[src/include/asr_pkg.sv]
package asr_pkg;
	localparam int ADDR_W = 11;
	localparam int DATA_W = 8;
	localparam int CLK_PERIOD_NS = 8;
	// Minimum and maximum times both round up to whole cycles.
	localparam int T_RC_NS = 45;
	localparam int T_AA_NS = 45;
	localparam int T_WC_NS = 45;
	localparam int T_WP_NS = 20;
	localparam int T_AW_NS = 40;
	localparam int T_DW_NS = 20;
	localparam int T_DH_NS = 5;
	localparam int T_EW_NS = 45;
	localparam int T_HZ_NS = 20;
	localparam int RD_WAIT_CYC = (T_AA_NS + CLK_PERIOD_NS - 1) / CLK_PERIOD_NS + 2;
	localparam int RC_CYC = (T_RC_NS + CLK_PERIOD_NS - 1) / CLK_PERIOD_NS;
	localparam int WP_CYC = (T_WP_NS + CLK_PERIOD_NS - 1) / CLK_PERIOD_NS;
	localparam int AW_CYC = (T_AW_NS + CLK_PERIOD_NS - 1) / CLK_PERIOD_NS;
	localparam int DW_CYC = (T_DW_NS + CLK_PERIOD_NS - 1) / CLK_PERIOD_NS;
	localparam int DH_CYC = (T_DH_NS + CLK_PERIOD_NS - 1) / CLK_PERIOD_NS;
	localparam int EW_CYC = (T_EW_NS + CLK_PERIOD_NS - 1) / CLK_PERIOD_NS;
	localparam int WC_CYC = (T_WC_NS + CLK_PERIOD_NS - 1) / CLK_PERIOD_NS;
	localparam int HZ_CYC = (T_HZ_NS + CLK_PERIOD_NS - 1) / CLK_PERIOD_NS;
	localparam int CNT_W = 4;
	localparam logic [CNT_W-1:0] CNT_ZERO = 4'h0;
	localparam logic [CNT_W-1:0] CNT_ONE = 4'h1;
	typedef enum logic [2:0] {
		ST_IDLE = 3'b000,
		ST_RD = 3'b001,
		ST_RD_END = 3'b010,
		ST_WR_SET = 3'b011,
		ST_WR_PULSE = 3'b100,
		ST_WR_HOLD = 3'b101,
		ST_TURN = 3'b110
	} asr_state_t;
endpackage

[src/rtl/asr_host.sv]
`timescale 1ns/1ns
// What the memory and its host must do
// RULE_01: Device drives addressed word within address access time of stable address.
// RULE_02: Host holds each read address for at least read cycle time.
// RULE_03: Device keeps old read data briefly after an address change.
// RULE_04: Data is valid within chip-select access time after select falls.
// RULE_05: Bus leaves high impedance no sooner than a minimum after select falls.
// RULE_06: Device releases bus within a bounded delay after select rises.
// RULE_07: Device powers down after select rises, powers up at once.
// RULE_08: Output enable low with strobe high drives data within enable access.
// RULE_09: Output enable high releases bus within a bounded delay.
// RULE_10: Write strobe low with select low stops device driving the bus.
// RULE_11: Host keeps write strobe low at least the minimum pulse width.
// RULE_12: Host sets write data up before the strobe rises; stored there.
// RULE_13: Host holds address and select for a minimum before strobe rises.
// RULE_14: Host spaces successive write addresses by the write cycle time.
// RULE_15: Host keeps write strobe high whenever the address changes.
// RULE_16: Write ends at the earlier rising of select or strobe.
// RULE_17: Select falling with strobe keeps the bus in high impedance.
// RULE_18: Device may drive again shortly after strobe rises with enables low.
// RULE_19: Host never drives data while the device may drive the bus.
// RULE_20: Select-ended write needs data setup before and hold after select rises.
// RULE_21: Select-ended write holds select low the minimum enable time.
// RULE_22: Memory is 2048 words of 8 bits on a shared data bus.
// RULE_23: Never-written locations read as undefined.
module asr_host #(
	parameter int ADDR_W = asr_pkg::ADDR_W,
	parameter int DATA_W = asr_pkg::DATA_W
) (
	input wire logic CLK,
	input wire logic RST_N,
	input wire logic CE,
	input wire logic REQ_VALID,
	output logic REQ_READY,
	input wire logic REQ_WRITE,
	input wire logic [ADDR_W-1:0] REQ_ADDR,
	input wire logic [DATA_W-1:0] REQ_WDATA,
	output logic RSP_VALID,
	output logic [DATA_W-1:0] RSP_RDATA,
	output logic [ADDR_W-1:0] WORD_ADDRESS,
	output logic CHIP_SEL_N,
	output logic OUT_EN_N,
	output logic WRITE_N,
	input wire logic [DATA_W-1:0] SHARED_DATA_BUS_I,
	output logic [DATA_W-1:0] SHARED_DATA_BUS_O,
	output logic SHARED_DATA_BUS_OE_N
);
	asr_pkg::asr_state_t state_q, state_d;
	logic [asr_pkg::CNT_W-1:0] cnt_q, cnt_d;
	logic [DATA_W-1:0] sync1_q, sync2_q;
	logic take;
	logic cnt_done;

	// The bus input is asynchronous to CLK, so it is synchronised before capture.
	always_ff @(posedge CLK or negedge RST_N) begin
		if (!RST_N) begin
			sync1_q <= '0;
			sync2_q <= '0;
		end else if (CE) begin
			sync1_q <= SHARED_DATA_BUS_I;
			sync2_q <= sync1_q;
		end
	end

	assign REQ_READY = (state_q == asr_pkg::ST_IDLE);
	assign take = REQ_VALID && REQ_READY;
	assign cnt_done = (cnt_q == asr_pkg::CNT_ZERO);

	// A wait of one cycle or less loads zero, so a zero-length gap cannot wrap the counter.
	function automatic logic [asr_pkg::CNT_W-1:0] cyc(input int n);
		cyc = (n > 1) ? asr_pkg::CNT_W'(n - 1) : asr_pkg::CNT_ZERO;
	endfunction

	always_comb begin
		state_d = state_q;
		cnt_d = cnt_done ? cnt_q : cnt_q - asr_pkg::CNT_ONE;
		unique case (state_q)
			asr_pkg::ST_IDLE: begin
				if (take && REQ_WRITE) begin
					state_d = asr_pkg::ST_WR_SET;
					cnt_d = asr_pkg::CNT_ZERO;
				end else if (take) begin
					state_d = asr_pkg::ST_RD;
					// RULE_01 RULE_02 RULE_04 RULE_08
					cnt_d = cyc(asr_pkg::RD_WAIT_CYC);
				end
			end
			asr_pkg::ST_RD: begin
				if (cnt_done) begin
					state_d = asr_pkg::ST_RD_END;
				end
			end
			asr_pkg::ST_RD_END: begin
				// RULE_06 RULE_09 RULE_19
				state_d = asr_pkg::ST_TURN;
				cnt_d = cyc(asr_pkg::HZ_CYC);
			end
			asr_pkg::ST_WR_SET: begin
				// RULE_15
				state_d = asr_pkg::ST_WR_PULSE;
				cnt_d = cyc(asr_pkg::EW_CYC);
			end
			asr_pkg::ST_WR_PULSE: begin
				// RULE_11 RULE_12 RULE_13 RULE_16 RULE_21
				if (cnt_done) begin
					state_d = asr_pkg::ST_WR_HOLD;
					cnt_d = cyc(asr_pkg::DH_CYC);
				end
			end
			asr_pkg::ST_WR_HOLD: begin
				// RULE_20
				if (cnt_done) begin
					state_d = asr_pkg::ST_TURN;
					cnt_d = cyc(asr_pkg::WC_CYC - asr_pkg::EW_CYC);
				end
			end
			asr_pkg::ST_TURN: begin
				// RULE_14
				if (cnt_done) begin
					state_d = asr_pkg::ST_IDLE;
				end
			end
			default: begin
				state_d = asr_pkg::ST_IDLE;
			end
		endcase
	end

	always_ff @(posedge CLK or negedge RST_N) begin
		if (!RST_N) begin
			state_q <= asr_pkg::ST_IDLE;
			cnt_q <= asr_pkg::CNT_ZERO;
		end else if (CE) begin
			state_q <= state_d;
			cnt_q <= cnt_d;
		end
	end

	// Pins come from flip-flops so no glitch reaches the memory.
	// Select and strobe rise together; the write thus ends on the same edge.
	always_ff @(posedge CLK or negedge RST_N) begin
		if (!RST_N) begin
			WORD_ADDRESS <= '0;
			CHIP_SEL_N <= 1'b1;
			OUT_EN_N <= 1'b1;
			WRITE_N <= 1'b1;
			SHARED_DATA_BUS_O <= '0;
			SHARED_DATA_BUS_OE_N <= 1'b1;
			RSP_VALID <= 1'b0;
			RSP_RDATA <= '0;
		end else if (CE) begin
			RSP_VALID <= 1'b0;
			if (take) begin
				// RULE_15
				WORD_ADDRESS <= REQ_ADDR;
				SHARED_DATA_BUS_O <= REQ_WDATA;
			end
			unique case (state_d)
				asr_pkg::ST_RD: begin
					CHIP_SEL_N <= 1'b0;
					OUT_EN_N <= 1'b0;
				end
				asr_pkg::ST_WR_SET: begin
					// RULE_17 RULE_19
					CHIP_SEL_N <= 1'b0;
					OUT_EN_N <= 1'b1;
				end
				asr_pkg::ST_WR_PULSE: begin
					WRITE_N <= 1'b0;
					SHARED_DATA_BUS_OE_N <= 1'b0;
				end
				asr_pkg::ST_WR_HOLD: begin
					// RULE_16 RULE_20
					CHIP_SEL_N <= 1'b1;
					WRITE_N <= 1'b1;
				end
				default: begin
					CHIP_SEL_N <= 1'b1;
					OUT_EN_N <= 1'b1;
					WRITE_N <= 1'b1;
					SHARED_DATA_BUS_OE_N <= 1'b1;
				end
			endcase
			if (state_q == asr_pkg::ST_RD_END) begin
				// RULE_22 RULE_23
				RSP_VALID <= 1'b1;
				RSP_RDATA <= sync2_q;
			end
		end
	end
endmodule

[config.mk]
export PLATFORM = sky130hd
export DESIGN_NAME = asr_host
export DESIGN_NICKNAME = d
export VERILOG_FILES = /design/src/include/asr_pkg.sv /design/src/rtl/asr_host.sv
export SDC_FILE = /design/constraint.sdc
export NUM_CORES = 1
export LEC_CHECK = 0
export BUFFER_PORTS_ARGS = -buffer_cell sky130_fd_sc_hd__clkbuf_2
export CORE_ASPECT_RATIO = 1.1
export CORE_MARGIN = 1.5
export CORE_UTILIZATION = 40
export CTS_CLUSTER_DIAMETER = 40
export DETAILED_ROUTE_END_ITERATION = 8
export SYNTH_ARGS = -nofsm -noshare
export SYNTH_HDL_FRONTEND = slang
export SYNTH_SLANG_ARGS = --single-unit
[constraint.sdc]
create_clock -name CLK -period 2.7 [get_ports CLK]
set_clock_uncertainty 0.1 [all_clocks]
set_input_delay 0 -clock CLK [delete_from_list [all_inputs] [get_ports CLK]]
set_output_delay 0 -clock CLK [all_outputs]
set_load 0.005 [all_outputs]
==> key figures <==
Outcome
  – Status: complete, no violations

Worst setup path
  – CP Class: reg -> reg
  – Slowest cell on crit path: dfrtp_1
  – CP max FO: 8
  – WP buf/inv: 2
  – Data required, critical path: around 2.8 ns
  – Cell breakdown of the critical path: inv_1 > ha_1 > nor3b_4 > inv_2 > ha_1 > nand2b_1 > a31oi_1 > o21ai_0 > o21ai_0
  – CP Launch Type: flip-flop
  – Delay-heaviest family, CP: simple AND/OR/NAND/NOR gates
  – CP peak stage delay: 0.39 ns
  – CP endpoint kind: flip-flop
  – WP data arrival: 2.24 ns

Timing
  – Fmax: between 400 and 500 MHz
  – Final setup violation count: 0
  – Slew HR: 0.549
  – Slew Viols, Final: 0
  – Least-Margin Pin Slew: 0.676 ns
  – Final Cycle Share: 0.783
  – Worst hold margin: roughly 0.019 ns
  – Fin crit period: 2.11 ns
  – Setup tns final: 0 ns
  – RSZ-0062 raised after global routing: false
  – Hold Vio Cnt, Final: 0

Synth
  – Number of flops mapped to enable cells by yosys: 0
  – Post-synthesis sequential area ratio: 0.556
  – Yosys warnings: 0
  – Main synth FF type: dfrtp_1
  – Synth Net Count: approximately 220
  – Ys async rst share: 1.00
  – Cells after Synth: 190
  – Synth Cell Area: approximately 2500 sq um
  – Syn Area/Cell: 13.1 sq um
  – Library cells used by synthesis: 40
  – Seq cells post-synth: 55

Clocking
  – Clk sinks: 55
  – Total CTS buffers: 5
  – Max clock buf depth: 2
  – Clock tree root driver cell: clkbuf_8
  – CTS tree: yes
  – Clock Latency Late Sink: 0.30 ns
  – H-tree levels: 2
  – Cts repair resizes: 0
  – CTS clock-pin slew for the worst setup and hold paths: 0.10 ns

Floorplan
  – Initial Util: 0.422
  – Die Wd: just under 80 microns
  – # IOs: between 60 and 70
  – Full die area: around 6700 sq um
  – Cell row count: 29
  – Die Ht: 85.6 microns
  – Core area: 5880 sq um

Global routing
  – Global-route wire length before repair: around 8.6 mm
  – Grt total ovfl: 0
  – Vias in the first global route: around 1800
  – Total track usage: 0.166
  – Initial antenna violation count: 0
  – Largest net degree at the start of global routing: 35

Run
  – Max-cap check violation count: 0

Final layout
  – Fillers: between 500 and 600
  – Area of the multi-input gates: 1000 sq um
  – Area Growth Syn to Fin: 31.7%
  – Reg area: 1380 sq um
  – Ant diodes: 0
  – Share of cells above drive strength 1: 0.463
  – Final nets: 316

Placement
  – I/O Buffers: 64
  – Detailed placement HPWL: around 3.3 mm
  – GP Congestion: 0.827

Route
  – Initial DRC count: 49
  – Routed Antenna Nets: 0
  – Initial DRT Pass Iterations: 4
  – Drt total wl: about 5.2 mm
  – WL/cell: approximately 14 microns
  – Remaining DRCs: 0
  – DR vias: between 1500 and 2000
  – Drt via density: between 5 and 6

Pwr
  – Power density of the placed cells: just under 900 nW/um^2
  – P_leak: approximately 1.6 nW
  – Worst VDD drop: about 0.32 mV

Hold path
  – Hold Path Class: in -> async
-- power breakdown --
part	leakage, nW	switching (W)	internal (W)
registers	0.671	0.000221	0.00112
logic	0.818	0.000412	0.000582
clock network	0.0618	0.000261	0.000305
total	1.55	0.000894	0.00201
-- cell usage in the layout, fill, tap and decap left out, drive strengths merged, types with 3 or more instances in the layout --
cell and count:
clkbuf 70, dfrtp 51, mux2 44, dlygate4sd3 28, o21ai 11, nor2 10, a21oi 9, buf 6
inv 6, nand2 5, dfstp 4, nor3 4, nand2b 3, a22o 3
-- cells in the mapped netlist (2+ instances only) --
library cell  instances  share of area
and3_1                2         0.0050
inv_1                 3         0.0045
a21oi_1               9          0.018
mux2_2               34           0.15
nor2_1               10          0.015
o21ai_0              11          0.022
ha_1                  2          0.010
nor3_1                4         0.0081
a22o_1                2         0.0071
buf_6                 2         0.0091
dfstp_2               4          0.042
dfrtp_1              51           0.51
inv_2                 2         0.0030
buf_2                11          0.022
nand2b_1              3         0.0076
o22ai_1               2         0.0050
nand2_1               5         0.0076
mux2i_1               2         0.0081
mux2_4               10          0.060
-- worst reg2reg max path, stage by stage, from the launching register on --
cell      delay, ns
dfrtp_1        0.39
inv_1          0.10
ha_1           0.19
nor3b_4        0.37
inv_2          0.12
ha_1           0.30
nand2b_1       0.15
a31oi_1        0.14
o21ai_0        0.10
o21ai_0        0.10
-- kinds of logic after synthesis --
group / after synthesis / synth area share
flops: 55 / 0.556
mux: 46 / 0.223
fa+ha+maj: 2 / 0.0101
simple gates: 32 / 0.0711
buf+inv: 18 / 0.0388
compound gates: 37 / 0.101
-- routing by layer --
metal  up-vias  global-route usage  wire, microns
li1        867                   -              -
met1       874               0.216           2490
met2        58               0.271           2390
met3         2              0.0426            264
met4         0              0.0536             40
met5         -                   0              0
-- repair_timing --
| item | 4_1_cts | 5_1_grt |
|---|---|---|
| hold buffers | 28 | 0 |
| endpoints found under the hold margin | 78 | 0 |
| buffers inserted | 0 | 0 |
-- final timing paths --
path,slack [ns],startpoint,endpoint,depth (start not counted)
worst max-delay path,0.59,cnt_q[0],cnt_q[0],9
worst min-delay path,0.02,RST_N,SHARED_DATA_BUS_O[4],2
worst max register to register,0.59,cnt_q[0],cnt_q[0],9
worst min register to register,0.40,RSP_VALID,RSP_VALID,1
max in group asynchronous,1.75,RST_N,sync1_q[0],3
min in group CLK,0.05,REQ_WRITE,state_q[1],3
-- metrics by stage --
stage	util	setup slack, ns	std cells	area [sq um]	total power, W
after CTS	0.556	0.579	360	3270	0.00293
after global placement	0.488	0.655	324	2870	0.00230
after detailed placement	0.488	0.602	324	2870	0.00232
final	0.556	0.587	360	3270	0.00290
after global routing	0.556	0.398	360	3270	0.00313
after floorplan	-	0.824	190	2480	0.00194
-- layout make-up --
cell class              instances  share of cell area
flip-flops and latches         55               0.423
multi-input cells             117               0.307
repair buffers                 98               0.198
well taps                      77              0.0295
clock buffers                   6              0.0253
clock inverters                 2              0.0119
inverters                       5             0.00574
-- state kept, by name (all words and copies together) (netlist names) --
signal and flops:
CHIP_SEL_N 1, OUT_EN_N 1, RSP_RDATA 8, RSP_VALID 1, SHARED_DATA_BUS_O 8, SHARED_DATA_BUS_OE_N 1
WORD_ADDRESS 11, WRITE_N 1, cnt_q 4, state_q 3, sync1_q 8, sync2_q 8
No activity file was read; power rests on OpenSTA's default activity.
